File: config.mk
export PLATFORM = sky130hd
export DESIGN_NAME = tw_host_ctrl_flat
export DESIGN_NICKNAME = d
export VERILOG_FILES = /design/src/hw/tw_pkg.sv /design/src/hw/tw_link_if.sv /design/src/hw/tw_host_ctrl.sv /design/src/flat_wrapper.sv
export VERILOG_INCLUDE_DIRS = /design/src /design/src/hw
export SDC_FILE = /design/constraint.sdc
export NUM_CORES = 1
export LEC_CHECK = 0
export BUFFER_PORTS_ARGS = -buffer_cell sky130_fd_sc_hd__buf_2
export CORE_UTILIZATION = 53
export DETAILED_ROUTE_END_ITERATION = 8
export GPL_TIMING_DRIVEN = 0
export PLACE_DENSITY_LB_ADDON = 0.3
export REMOVE_ABC_BUFFERS = 1
export SLEW_MARGIN = 20
export SYNTH_ARGS = -nofsm -noshare
export SYNTH_HDL_FRONTEND = slang
export SYNTH_SLANG_ARGS = --single-unit
File: constraint.sdc
create_clock -name sys_clk -period 2.09 [get_ports sys_clk]
set_input_delay 0.418 -clock sys_clk [delete_from_list [all_inputs] [get_ports sys_clk]]
set_output_delay 0.418 -clock sys_clk [all_outputs]
set_load 0.01 [all_outputs]
File: src/hw/tw_regs.svh
// constants for the three-wire channel programming port and its host
// assumes inclusion by bare name from files under hw/
`ifndef TW_REGS_SVH
`define TW_REGS_SVH

// serial word layout
`define TW_WORD_BITS      16
`define TW_ADDR_MSB       15
`define TW_ADDR_LSB       11
`define TW_ADDR_BITS      5
`define TW_CODE_MSB       10
`define TW_CODE_BITS      11
`define TW_CNT_BITS       5
`define TW_RD_START_CNT   5'h05
`define TW_FULL_CNT       5'h10

// channel bank: 18 gamma, common voltage and trim word
`define TW_NUM_CHAN       20
`define TW_CODE_RST       11'h000

// link timing
`define TW_SCLK_MIN_PERIOD_NS 200
`define TW_SYS_PERIOD_NS      8
`define TW_SCLK_MIN_CYC  ((`TW_SCLK_MIN_PERIOD_NS + `TW_SYS_PERIOD_NS - 1) / `TW_SYS_PERIOD_NS)
`define TW_HALF_CYC      ((`TW_SCLK_MIN_CYC + 1) / 2)

// host register offsets
`define TW_OFS_CTRL       8'h00
`define TW_OFS_TXWORD     8'h04
`define TW_OFS_STATUS     8'h08
`define TW_OFS_RXCODE     8'h0c
`define TW_OFS_DEVRST     8'h10

// host register fields
`define TW_CTRL_START     0
`define TW_CTRL_READ      1
`define TW_STAT_BUSY      0
`define TW_STAT_DONE      1
`define TW_DEVRST_HOLD    0

`endif

File: src/hw/tw_pkg.sv
// types shared by the three-wire port and its host controller
// assumes tw_regs.svh for the numeric constants
package tw_pkg;

  typedef enum logic [2:0] {
    TW_IDLE = 3'h0,
    TW_LOW  = 3'h1,
    TW_HIGH = 3'h3,
    TW_HOLD = 3'h2,
    TW_GAP  = 3'h6
  } tw_hst_e;

endpackage

File: src/hw/tw_link_if.sv
// three-wire link between host controller and programming port
// assumes the bench instantiates it and connects both ends
`timescale 1ns/10ps
interface tw_link_if;
  logic sclk;
  logic selectN;
  logic serialIn;
  logic serialOut;
  logic readNotWrite;
  logic resetN;

  modport dev (
    input  sclk,
    input  selectN,
    input  serialIn,
    input  readNotWrite,
    input  resetN,
    output serialOut
  );

  modport host (
    output sclk,
    output selectN,
    output serialIn,
    output readNotWrite,
    output resetN,
    input  serialOut
  );
endinterface

File: src/hw/tw_host_ctrl.sv
// host end: AHB-Lite programmable driver of the three-wire link
// assumes a single AHB-Lite master and the device on the link modport
`timescale 1ns/10ps
`include "tw_regs.svh"
module tw_host_ctrl
  import tw_pkg::*;
#(
  parameter int HALF_CYC = `TW_HALF_CYC
) (
  input  wire logic        sys_clk,
  input  wire logic        rst_n,
  input  wire logic        hsel,
  input  wire logic [31:0] haddr,
  input  wire logic [1:0]  htrans,
  input  wire logic        hwrite,
  input  wire logic [2:0]  hsize,
  input  wire logic [31:0] hwdata,
  input  wire logic        hready,
  output logic      [31:0] hrdata,
  output logic             hreadyout,
  output logic             hresp,
  tw_link_if.host          link
);

  if (HALF_CYC < 4 || HALF_CYC > 255) begin : g_chk
    $error("HALF_CYC must lie between 4 and 255");
  end

  localparam logic [7:0] HALF_LOAD = 8'(HALF_CYC - 1);

  logic        apValid_r, apValid_nxt, apWrite_r, apWrite_nxt;
  logic [7:0]  apAddr_r, apAddr_nxt;
  logic [31:0] hrdata_r, hrdata_nxt;
  logic [15:0] txWord_r, txWord_nxt;
  logic        readMode_r, readMode_nxt, done_r, done_nxt;
  logic        devRst_r, devRst_nxt;
  logic        startPulse, finishPulse, busy, wrPhase;
  tw_hst_e     st_r, st_nxt;
  logic [7:0]  half_r, half_nxt;
  logic [3:0]  bitIdx_r, bitIdx_nxt;
  logic [15:0] txSh_r, txSh_nxt, rxSh_r, rxSh_nxt;
  logic [10:0] rxCode_r, rxCode_nxt;
  logic        sclk_r, sclk_nxt, selN_r, selN_nxt, txBit_r, txBit_nxt;
  logic        rw_r, rw_nxt, rxLvl_r, rxLvl_nxt;
  logic        devRstN_r, devRstN_nxt;
  logic [2:0]  sync_r, sync_nxt;

  assign busy    = (st_r != TW_IDLE);
  assign wrPhase = apValid_r && apWrite_r;
  assign startPulse = wrPhase && apAddr_r == `TW_OFS_CTRL &&
                      hwdata[`TW_CTRL_START] && !busy;
  assign finishPulse = (st_r == TW_GAP) && (half_r == 8'h00);

  // zero wait states: read data is prepared from the address phase
  always_comb begin
    apValid_nxt  = hsel && hready && htrans[1];
    apWrite_nxt  = hwrite;
    apAddr_nxt   = haddr[7:0];
    hrdata_nxt   = hrdata_r;
    txWord_nxt   = txWord_r;
    readMode_nxt = readMode_r;
    devRst_nxt   = devRst_r;
    done_nxt     = done_r;
    if (hsel && hready && htrans[1] && !hwrite) begin
      unique case (haddr[7:0])
        `TW_OFS_CTRL:   hrdata_nxt = {30'h0, readMode_r, 1'b0};
        `TW_OFS_TXWORD: hrdata_nxt = {16'h0, txWord_r};
        `TW_OFS_STATUS: hrdata_nxt = {30'h0, done_r, busy};
        `TW_OFS_RXCODE: hrdata_nxt = {21'h0, rxCode_r};
        `TW_OFS_DEVRST: hrdata_nxt = {31'h0, devRst_r};
        default:        hrdata_nxt = 32'h0000_0000;
      endcase
    end
    if (wrPhase) begin
      unique case (apAddr_r)
        `TW_OFS_CTRL: begin
          if (!busy) begin
            readMode_nxt = hwdata[`TW_CTRL_READ];
          end
        end
        `TW_OFS_TXWORD: begin
          if (!busy) begin
            txWord_nxt = hwdata[15:0];
          end
        end
        `TW_OFS_STATUS: begin
          if (hwdata[`TW_STAT_DONE]) begin
            done_nxt = 1'b0;
          end
        end
        `TW_OFS_DEVRST: devRst_nxt = hwdata[`TW_DEVRST_HOLD];
        default: ;
      endcase
    end
    // a finish in the clearing cycle keeps the flag set
    if (finishPulse) begin
      done_nxt = 1'b1;
    end
  end

  always_ff @(posedge sys_clk) begin
    if (!rst_n) begin
      apValid_r  <= 1'b0;
      apWrite_r  <= 1'b0;
      apAddr_r   <= 8'h00;
      hrdata_r   <= 32'h0000_0000;
      txWord_r   <= 16'h0000;
      readMode_r <= 1'b0;
      devRst_r   <= 1'b0;
      done_r     <= 1'b0;
    end else begin
      apValid_r  <= apValid_nxt;
      apWrite_r  <= apWrite_nxt;
      apAddr_r   <= apAddr_nxt;
      hrdata_r   <= hrdata_nxt;
      txWord_r   <= txWord_nxt;
      readMode_r <= readMode_nxt;
      devRst_r   <= devRst_nxt;
      done_r     <= done_nxt;
    end
  end

  // link sequencer; every phase lasts HALF_CYC system clocks
  always_comb begin
    st_nxt     = st_r;
    half_nxt   = (half_r == 8'h00) ? 8'h00 : half_r - 8'h01;
    bitIdx_nxt = bitIdx_r;
    txSh_nxt   = txSh_r;
    rxSh_nxt   = rxSh_r;
    rxCode_nxt = rxCode_r;
    sclk_nxt   = sclk_r;
    selN_nxt   = selN_r;
    txBit_nxt  = txBit_r;
    rw_nxt     = rw_r;
    sync_nxt   = {sync_r[1:0], link.serialOut};
    rxLvl_nxt  = (sync_r[2] == sync_r[1]) ? sync_r[1] : rxLvl_r;
    // host reset also resets the device, so its bank never starts unknown
    devRstN_nxt = ~devRst_r; // see RQ11
    unique case (st_r)
      TW_IDLE: begin
        if (startPulse) begin
          selN_nxt   = 1'b0; // see RQ1, RQ6
          // the start write carries the direction; readMode_r lags a cycle
          rw_nxt     = hwdata[`TW_CTRL_READ]; // see RQ10
          txSh_nxt   = txWord_r;
          txBit_nxt  = txWord_r[15]; // see RQ3
          bitIdx_nxt = 4'hf;
          half_nxt   = HALF_LOAD;
          st_nxt     = TW_LOW;
        end
      end
      TW_LOW: begin
        if (half_r == 8'h00) begin
          sclk_nxt = 1'b1;
          half_nxt = HALF_LOAD;
          st_nxt   = TW_HIGH;
        end
      end
      TW_HIGH: begin
        if (half_r == 8'h00) begin
          // sampled just before the fall: the synchroniser needs
          // five clocks after the previous fall, more than one short phase
          rxSh_nxt = {rxSh_r[14:0], rxLvl_r}; // see RQ14
          sclk_nxt = 1'b0;
          half_nxt = HALF_LOAD;
          if (bitIdx_r == 4'h0) begin
            st_nxt = TW_HOLD; // see RQ7
          end else begin
            bitIdx_nxt = bitIdx_r - 4'h1;
            txSh_nxt   = {txSh_r[14:0], 1'b0};
            txBit_nxt  = txSh_r[14]; // see RQ3
            st_nxt     = TW_LOW;
          end
        end
      end
      TW_HOLD: begin
        if (half_r == 8'h00) begin
          selN_nxt   = 1'b1; // see RQ4
          rxCode_nxt = rxSh_r[10:0];
          half_nxt   = HALF_LOAD;
          st_nxt     = TW_GAP;
        end
      end
      TW_GAP: begin
        if (half_r == 8'h00) begin
          st_nxt = TW_IDLE;
        end
      end
    endcase
  end

  always_ff @(posedge sys_clk) begin
    if (!rst_n) begin
      st_r     <= TW_IDLE;
      half_r   <= 8'h00;
      bitIdx_r <= 4'h0;
      txSh_r   <= 16'h0000;
      rxSh_r   <= 16'h0000;
      rxCode_r <= 11'h000;
      sclk_r   <= 1'b0;
      selN_r   <= 1'b1;
      txBit_r  <= 1'b0;
      rw_r     <= 1'b0;
      rxLvl_r  <= 1'b0;
      sync_r   <= 3'h0;
      devRstN_r <= 1'b0;
    end else begin
      st_r     <= st_nxt;
      half_r   <= half_nxt;
      bitIdx_r <= bitIdx_nxt;
      txSh_r   <= txSh_nxt;
      rxSh_r   <= rxSh_nxt;
      rxCode_r <= rxCode_nxt;
      sclk_r   <= sclk_nxt;
      selN_r   <= selN_nxt;
      txBit_r  <= txBit_nxt;
      rw_r     <= rw_nxt;
      rxLvl_r  <= rxLvl_nxt;
      sync_r   <= sync_nxt;
      devRstN_r <= devRstN_nxt;
    end
  end

  assign hrdata            = hrdata_r;
  assign hreadyout         = rst_n | ~rst_n;
  assign hresp             = 1'b0;
  assign link.sclk         = sclk_r;
  assign link.selectN      = selN_r;
  assign link.serialIn     = txBit_r;
  assign link.readNotWrite = rw_r;
  assign link.resetN       = devRstN_r;

endmodule

File: src/flat_wrapper.sv
// flat-port wrapper written by rule: the top's interface ports become plain ports
module tw_host_ctrl_flat import tw_pkg::*;
#(
  parameter int HALF_CYC = `TW_HALF_CYC
)
  (sys_clk, rst_n, hsel, haddr, htrans, hwrite, hsize, hwdata, hready, hrdata, hreadyout, hresp, link_sclk, link_selectN, link_serialIn, link_readNotWrite, link_resetN, link_serialOut);
  tw_link_if link_i ();
  input  wire logic sys_clk;
  input  wire logic rst_n;
  input  wire logic hsel;
  input  wire logic [31:0] haddr;
  input  wire logic [1:0] htrans;
  input  wire logic hwrite;
  input  wire logic [2:0] hsize;
  input  wire logic [31:0] hwdata;
  input  wire logic hready;
  output logic      [31:0] hrdata;
  output logic hreadyout;
  output logic hresp;
  output wire logic [$bits(link_i.sclk)-1:0] link_sclk;
  output wire logic [$bits(link_i.selectN)-1:0] link_selectN;
  output wire logic [$bits(link_i.serialIn)-1:0] link_serialIn;
  output wire logic [$bits(link_i.readNotWrite)-1:0] link_readNotWrite;
  output wire logic [$bits(link_i.resetN)-1:0] link_resetN;
  input wire logic [$bits(link_i.serialOut)-1:0] link_serialOut;
  assign link_sclk = link_i.sclk;
  assign link_selectN = link_i.selectN;
  assign link_serialIn = link_i.serialIn;
  assign link_readNotWrite = link_i.readNotWrite;
  assign link_resetN = link_i.resetN;
  assign link_i.serialOut = link_serialOut;
  tw_host_ctrl #(.HALF_CYC(HALF_CYC)) u_core (.sys_clk(sys_clk), .rst_n(rst_n), .hsel(hsel), .haddr(haddr), .htrans(htrans), .hwrite(hwrite), .hsize(hsize), .hwdata(hwdata), .hready(hready), .hrdata(hrdata), .hreadyout(hreadyout), .hresp(hresp), .link(link_i));
endmodule
==> flow_summary.yaml, run 1 <==
outcome:
  outcome: "completed"
clock_network:
  insertion_delay_ns: 0.36
  hold_buffers: 0
  clk_pin_slew_ns: 0.10
  htree_levels: 3
  cts_tree: "built"
  cts.sinks: 106
  root_buffer: "clkbuf_8"
  clk_path_buf_depth: 2
  cts_buffers: 9
layout:
  fin_nets: 617
  final_common_cell: "dfxtp_1"
  post_route_cells_drive_above_1_share_pct: 16.9
  nFillCells: 730
  regArea_sq_um: 2120
  multi_input_area_sq_um: 2080
  syn_to_final_growth_pct: 10.5
  utilization_pct: 60.2
  diodes: 0
  final_cells: 649
  final_cell_mix: "106 x dfxtp_1, 71 x nand2_1, 51 x buf_2"
timing:
  clock_skew_ns: 0.00847
  setup_tns_ns: 0
  timing.hold.ws_ns: 0.261
  final_hold_viol_count: 0
  period_share_pct: 90.6
  max_slew_margin_pct: 58.1
  grt_setup_unrepaired: "false"
  fmax_ghz: 0.528
  setup_viol_count_final: 0
  slew_violations: 0
  fin_crit_ns: 1.89
  fin_ws_ns: 0.196
  tightest_slew_ns: 0.629
route:
  drt_iter0_drc: 151
  num_vias: 3598
  drt_wl_total_um: 9770
  ant_nets: 0
  remaining_drc_errors: 0
  avgViaCountPerCell: 5.54
  first_pass_iters: 5
  wl_per_cell_um: 15.0
floorplan:
  dieHeight_um: 93.7
  die_w_um: 93.7
  core-area_sq_um: 8180
  ios: 114
  initial_utilization_pct: 54.5
  rows: 33
  dieArea_sq_um: 8770
worst_setup_path:
  crit_fanout: 16
  timing.critical_path.buf_inv: 0
  end_kind: "flip-flop"
  slowest_delay_ns: 0.55
  slowest_stage: "and4_2"
  cp.arrival_ns: 2.18
  crit_chain: "nor4_4 > and4_2 > nand2_1 > a21oi_1"
  start_kind: "flip-flop"
  worstPathRequired_ns: 2.38
  path_class: "flip-flop to flip-flop"
  cpLargestDelayFamily: "simple AND/OR/NAND/NOR gates"
power:
  share_seq_of_total_power_pct: 49.5
  p_clk_share_pct: 34.6
  swShare_pct: 26.9
  intPower_mw: 3.24
  leakage_nw: 2.00
  ir_worst_vdd_v: 0.000718
  p_switching_mw: 1.19
  p_per_area_nw_per_um2: 901
  comb_power_share_pct: 15.9
synthesis:
  synth_top_family_by_area: "simple AND/OR/NAND/NOR gates"
  synthMuxAreaShare_pct: 5.68
  netlist_area_sq_um: 4450
  synth_cell_type_count: 50
  synth_seq_cells: 106
  synthFlopType: "dfxtp_1"
  synth_edf_count: 0
  synth_xor_xnor_area_share_pct: 1.38
  syn_avg_cell_area_sq_um: 8.80
  seq_area_frac_synth_pct: 47.7
  ys_async_sr_fraction_pct: 0
  synth_fa_ha_area_share_pct: 0.843
  syn_inst: 506
  synth-simple-area-share_pct: 25.8
  ys_warn_count: 0
  synth_compound_area_share_pct: 10.5
  synth_area_leaders: "dfxtp_1 48%, nand2_1 6.0%, mux2i_1 5.2%"
  synth_top_area_cell: "dfxtp_1"
  synth_top_area_share_pct: 47.7
place:
  place_hpwl_um: 6200
  port-buffer-count: 51
  pre_cts_ws_ns: -0.506
  gp_congestion: 0.802
  place_inst: 627
global_route:
  grt_max_degree: 39
  grt_use_total_pct: 23.4
  grt_pass1_wl_um: 15800
  grt-ovfl-total: 0
  grt_pass1_vias: 3313
  antenna_found_initial: 0
hold_path:
  hp-class: "input port to flip-flop"
run:
  drv_cap: 0
logic make-up (layout without fill, tap and decap cells):
kind of cell | count (synthesis) | after routing
buffers and inverters | 58 | 79
AO/OA/AOI/OAI | 85 | 85
adder cells (fa/ha/maj) | 3 | 3
flip-flops | 106 | 106
AND/OR/NAND/NOR | 221 | 222
multiplexers | 24 | 24
other | 2 | 18
XOR/XNOR | 7 | 7
synthesized netlist by cell type, types with 5 or more instances:
cell type	instances
buf_2	5
nand3_1	23
buf_6	6
o21ai_0	28
clkbuf_1	17
mux2i_1	23
dfxtp_1	106
nand4b_1	6
buf_4	23
and2_1	14
nand2_1	71
a21oi_1	43
nand4_1	7
nor2_1	42
inv_1	6
nor3_1	33
sequential cells by signal, summed over array words and instances, names as in the netlist, 3 cells and up:
signal,cells
u_core.sync_r,3
u_core.hrdata,16
u_core.st_r,3
u_core.txSh_r,15
u_core.bitIdx_r,4
u_core.apAddr_r,8
u_core.half_r,8
u_core.txWord_r,16
u_core.rxSh_r,11
u_core.rxCode_r,11
worst paths after layout:
check,from,endpoint,depth (start not counted),slack [ns]
max,u_core.st_r[2]$_SDFFE_PN0P_,u_core.txWord_r[0]$_SDFFE_PN0P_,4,0.20
min,link_serialOut,u_core.sync_r[0]$_SDFF_PN0_,2,0.26
max reg2reg,u_core.st_r[2]$_SDFFE_PN0P_,u_core.txWord_r[0]$_SDFFE_PN0P_,4,0.20
min reg2reg,u_core.sync_r[0]$_SDFF_PN0_,u_core.sync_r[1]$_SDFF_PN0_,1,0.44
power groups by stage:
stage	clock network, mW	logic [mW]	registers [mW]
floorplan	0	0.509	2.21
global placement	0	0.653	2.22
detailed placement	0	0.677	2.23
CTS	1.57	0.698	2.19
global route	1.64	0.798	2.20
finish	1.54	0.706	2.19
stage by stage:
stage,cell area (sq um),total power [mW]
after floorplan,4180,2.72
after global placement,4570,2.88
after detailed placement,4590,2.90
after CTS,4900,4.46
after global routing,4920,4.65
final,4920,4.44
routing by layer:
metal	vias up	global-route usage (%)	share of wire [%]	wire length, um
met5	-	0	0	0
met4	0	7.05	1.5	142
met3	11	5.66	5.4	525
met2	105	41.5	51	4940
met1	1705	27.9	43	4160
li1	1777	-	-	-
worst register-to-register path: cells and delay by family (launching register included):
family	cells	cell delay, ns
and+or+nand+nor	3	1.18
AOI/OAI and AO/OA	1	0.18
DFF	1	0.45
final cells by class:
cell class	instances	area share (%)
sequential	106	43.1
clock buffer	12	3.15
multi-input combinational	359	42.3
timing repair buffer	57	6.36
tap	105	2.67
clock inverter	4	1.98
inverter	6	0.458
what timing repair did:
action	CTS	global route
gates cloned	1	0
endpoints found under the hold margin	0	0
gates resized for setup	4	5
setup buffers	5	0
setup endpoints to repair	67	15
pin swaps	4	0
(Power assumes the default switching activity.)
==> run 2, diff against run 1 <==
CORE_ASPECT_RATIO = 0.75   (was not set)
clock period = 1.9 ns   (was 2.09 ns; I/O delays follow)
==> flow_summary.yaml, run 2 (same netlist as run 1, synthesis figures left out) <==
clock_network:
  htree_levels: 3
  insertion_delay_ns: 0.37
  cts.sinks: 106
  cts_buffers: 9
  cts_tree: "built"
  clk_path_buf_depth: 2
  root_buffer: "clkbuf_8"
  clk_pin_slew_ns: 0.09
  hold_buffers: 0
timing:
  tightest_slew_ns: 0.661
  timing.hold.ws_ns: 0.218
  fmax_ghz: 0.542
  fin_crit_ns: 1.85
  period_share_pct: 97.2
  slew_violations: 0
  setup_tns_ns: 0
  setup_viol_count_final: 0
  final_hold_viol_count: 0
  max_slew_margin_pct: 55.9
  clock_skew_ns: 0.00814
layout:
  utilization_pct: 61.6
  final_common_cell: "dfxtp_1"
  final_cell_mix: "106 x dfxtp_1, 71 x nand2_1, 51 x buf_2"
  post_route_cells_drive_above_1_share_pct: 18.2
  diodes: 0
  fin_nets: 628
  syn_to_final_growth_pct: 11.0
global_route:
  grt_pass1_wl_um: 16000
  antenna_found_initial: 0
  grt_use_total_pct: 24.0
  grt_max_degree: 46
  grt_pass1_vias: 3281
  grt-ovfl-total: 0
route:
  ant_nets: 0
  first_pass_iters: 4
  drt_wl_total_um: 10100
  wl_per_cell_um: 15.4
  avgViaCountPerCell: 5.57
  drt_iter0_drc: 332
  num_vias: 3679
  remaining_drc_errors: 0
floorplan:
  initial_utilization_pct: 55.5
  dieArea_sq_um: 8780
  die_w_um: 108
  core-area_sq_um: 8020
  rows: 28
  dieHeight_um: 81.4
  ios: 114
worst_setup_path:
  start_kind: "flip-flop"
  cp.arrival_ns: 2.11
  path_class: "flip-flop to flip-flop"
  worstPathRequired_ns: 2.16
  worstSetupStartpoint: "u_core.bitIdx_r[0]$_SDFFE_PN0P_"
  r2r-start: "u_core.bitIdx_r[0]$_SDFFE_PN0P_"
  end_kind: "flip-flop"
  crit_fanout: 9
power:
  leakage_nw: 2.01
  swShare_pct: 29.3
  ir_worst_vdd_v: 0.000560
  share_seq_of_total_power_pct: 52.2
  p_switching_mw: 1.36
  p_total_mw: 4.64
  comb_power_share_pct: 21.5
  p_clk_share_pct: 26.4
  p_per_area_nw_per_um2: 939
  intPower_mw: 3.28
hold_path:
  hp-class: "input port to flip-flop"
  worstHoldStart: "link_serialOut"
place:
  port-buffer-count: 51
  place_hpwl_um: 6260
  gp_congestion: 0.768
run:
  drv_cap: 0
outcome:
  outcome: "completed"
==> run 2: critical path, stage by stage, from the launching register on <==
cell	delay, ns
dfxtp_1	0.36
inv_1	0.07
ha_1	0.18
or3b_4	0.45
and4_2	0.33
o311a_2	0.34
==> run 2: per-layer routing <==
layer / GRT usage (%) / wire length (um) / vias up
li1: - / - / 1804
met4: 8.49 / 76 / 0
met5: 0 / 0 / -
met2: 37.9 / 4530 / 132
met1: 32.0 / 4810 / 1736
met3: 5.86 / 720 / 7
==> run 2: what timing repair did <==
action	4_1_cts	5_1_grt
buffers inserted	6	8
setup endpoints to repair	71	51
resized for setup	9	4
gates cloned	1	2
hold endpoints to repair	0	0
pin swaps	5	5
==> run 2: worst paths after layout <==
path	end	slack [ns]	cells after the start
worst min register to register	u_core.half_r[0]$_SDFF_PN0_	0.44	1
worst max register to register	u_core.bitIdx_r[1]$_SDFFE_PN0P_	0.05	5
worst min-delay path	u_core.sync_r[0]$_SDFF_PN0_	0.22	2
worst max-delay path	u_core.bitIdx_r[1]$_SDFFE_PN0P_	0.05	5
==> run 2: power groups by stage <==
stage | sequential (mW) | clock [mW] | combinational (mW)
3_3_place_gp | 2.45 | 0 | 0.719
6_report | 2.42 | 1.22 | 0.996
3_5_place_dp | 2.45 | 0 | 0.746
4_1_cts | 2.42 | 1.27 | 0.776
5_1_grt | 2.43 | 1.36 | 1.09
2_1_floorplan | 2.44 | 0 | 0.559
==> run 2: metrics by stage <==
step / setup slack, ns / cell area [sq um] / cells
detailed placement: -0.709 / 4590 / 627
floorplan: -0.211 / 4180 / 470
finish: 0.0539 / 4940 / 660
global placement: -0.691 / 4570 / 626
CTS: 0.0219 / 4840 / 650
global route: -0.0245 / 4940 / 660
==> run 2: area by class of cell <==
cell class	count	area, sq um
clock buffers	14	153
clock inverters	2	12.5
fillers	711	3080
inverters	6	22.5
multi-input cells	361	2110
flip-flops and latches	106	2120
well taps	105	131
repair buffers	66	393
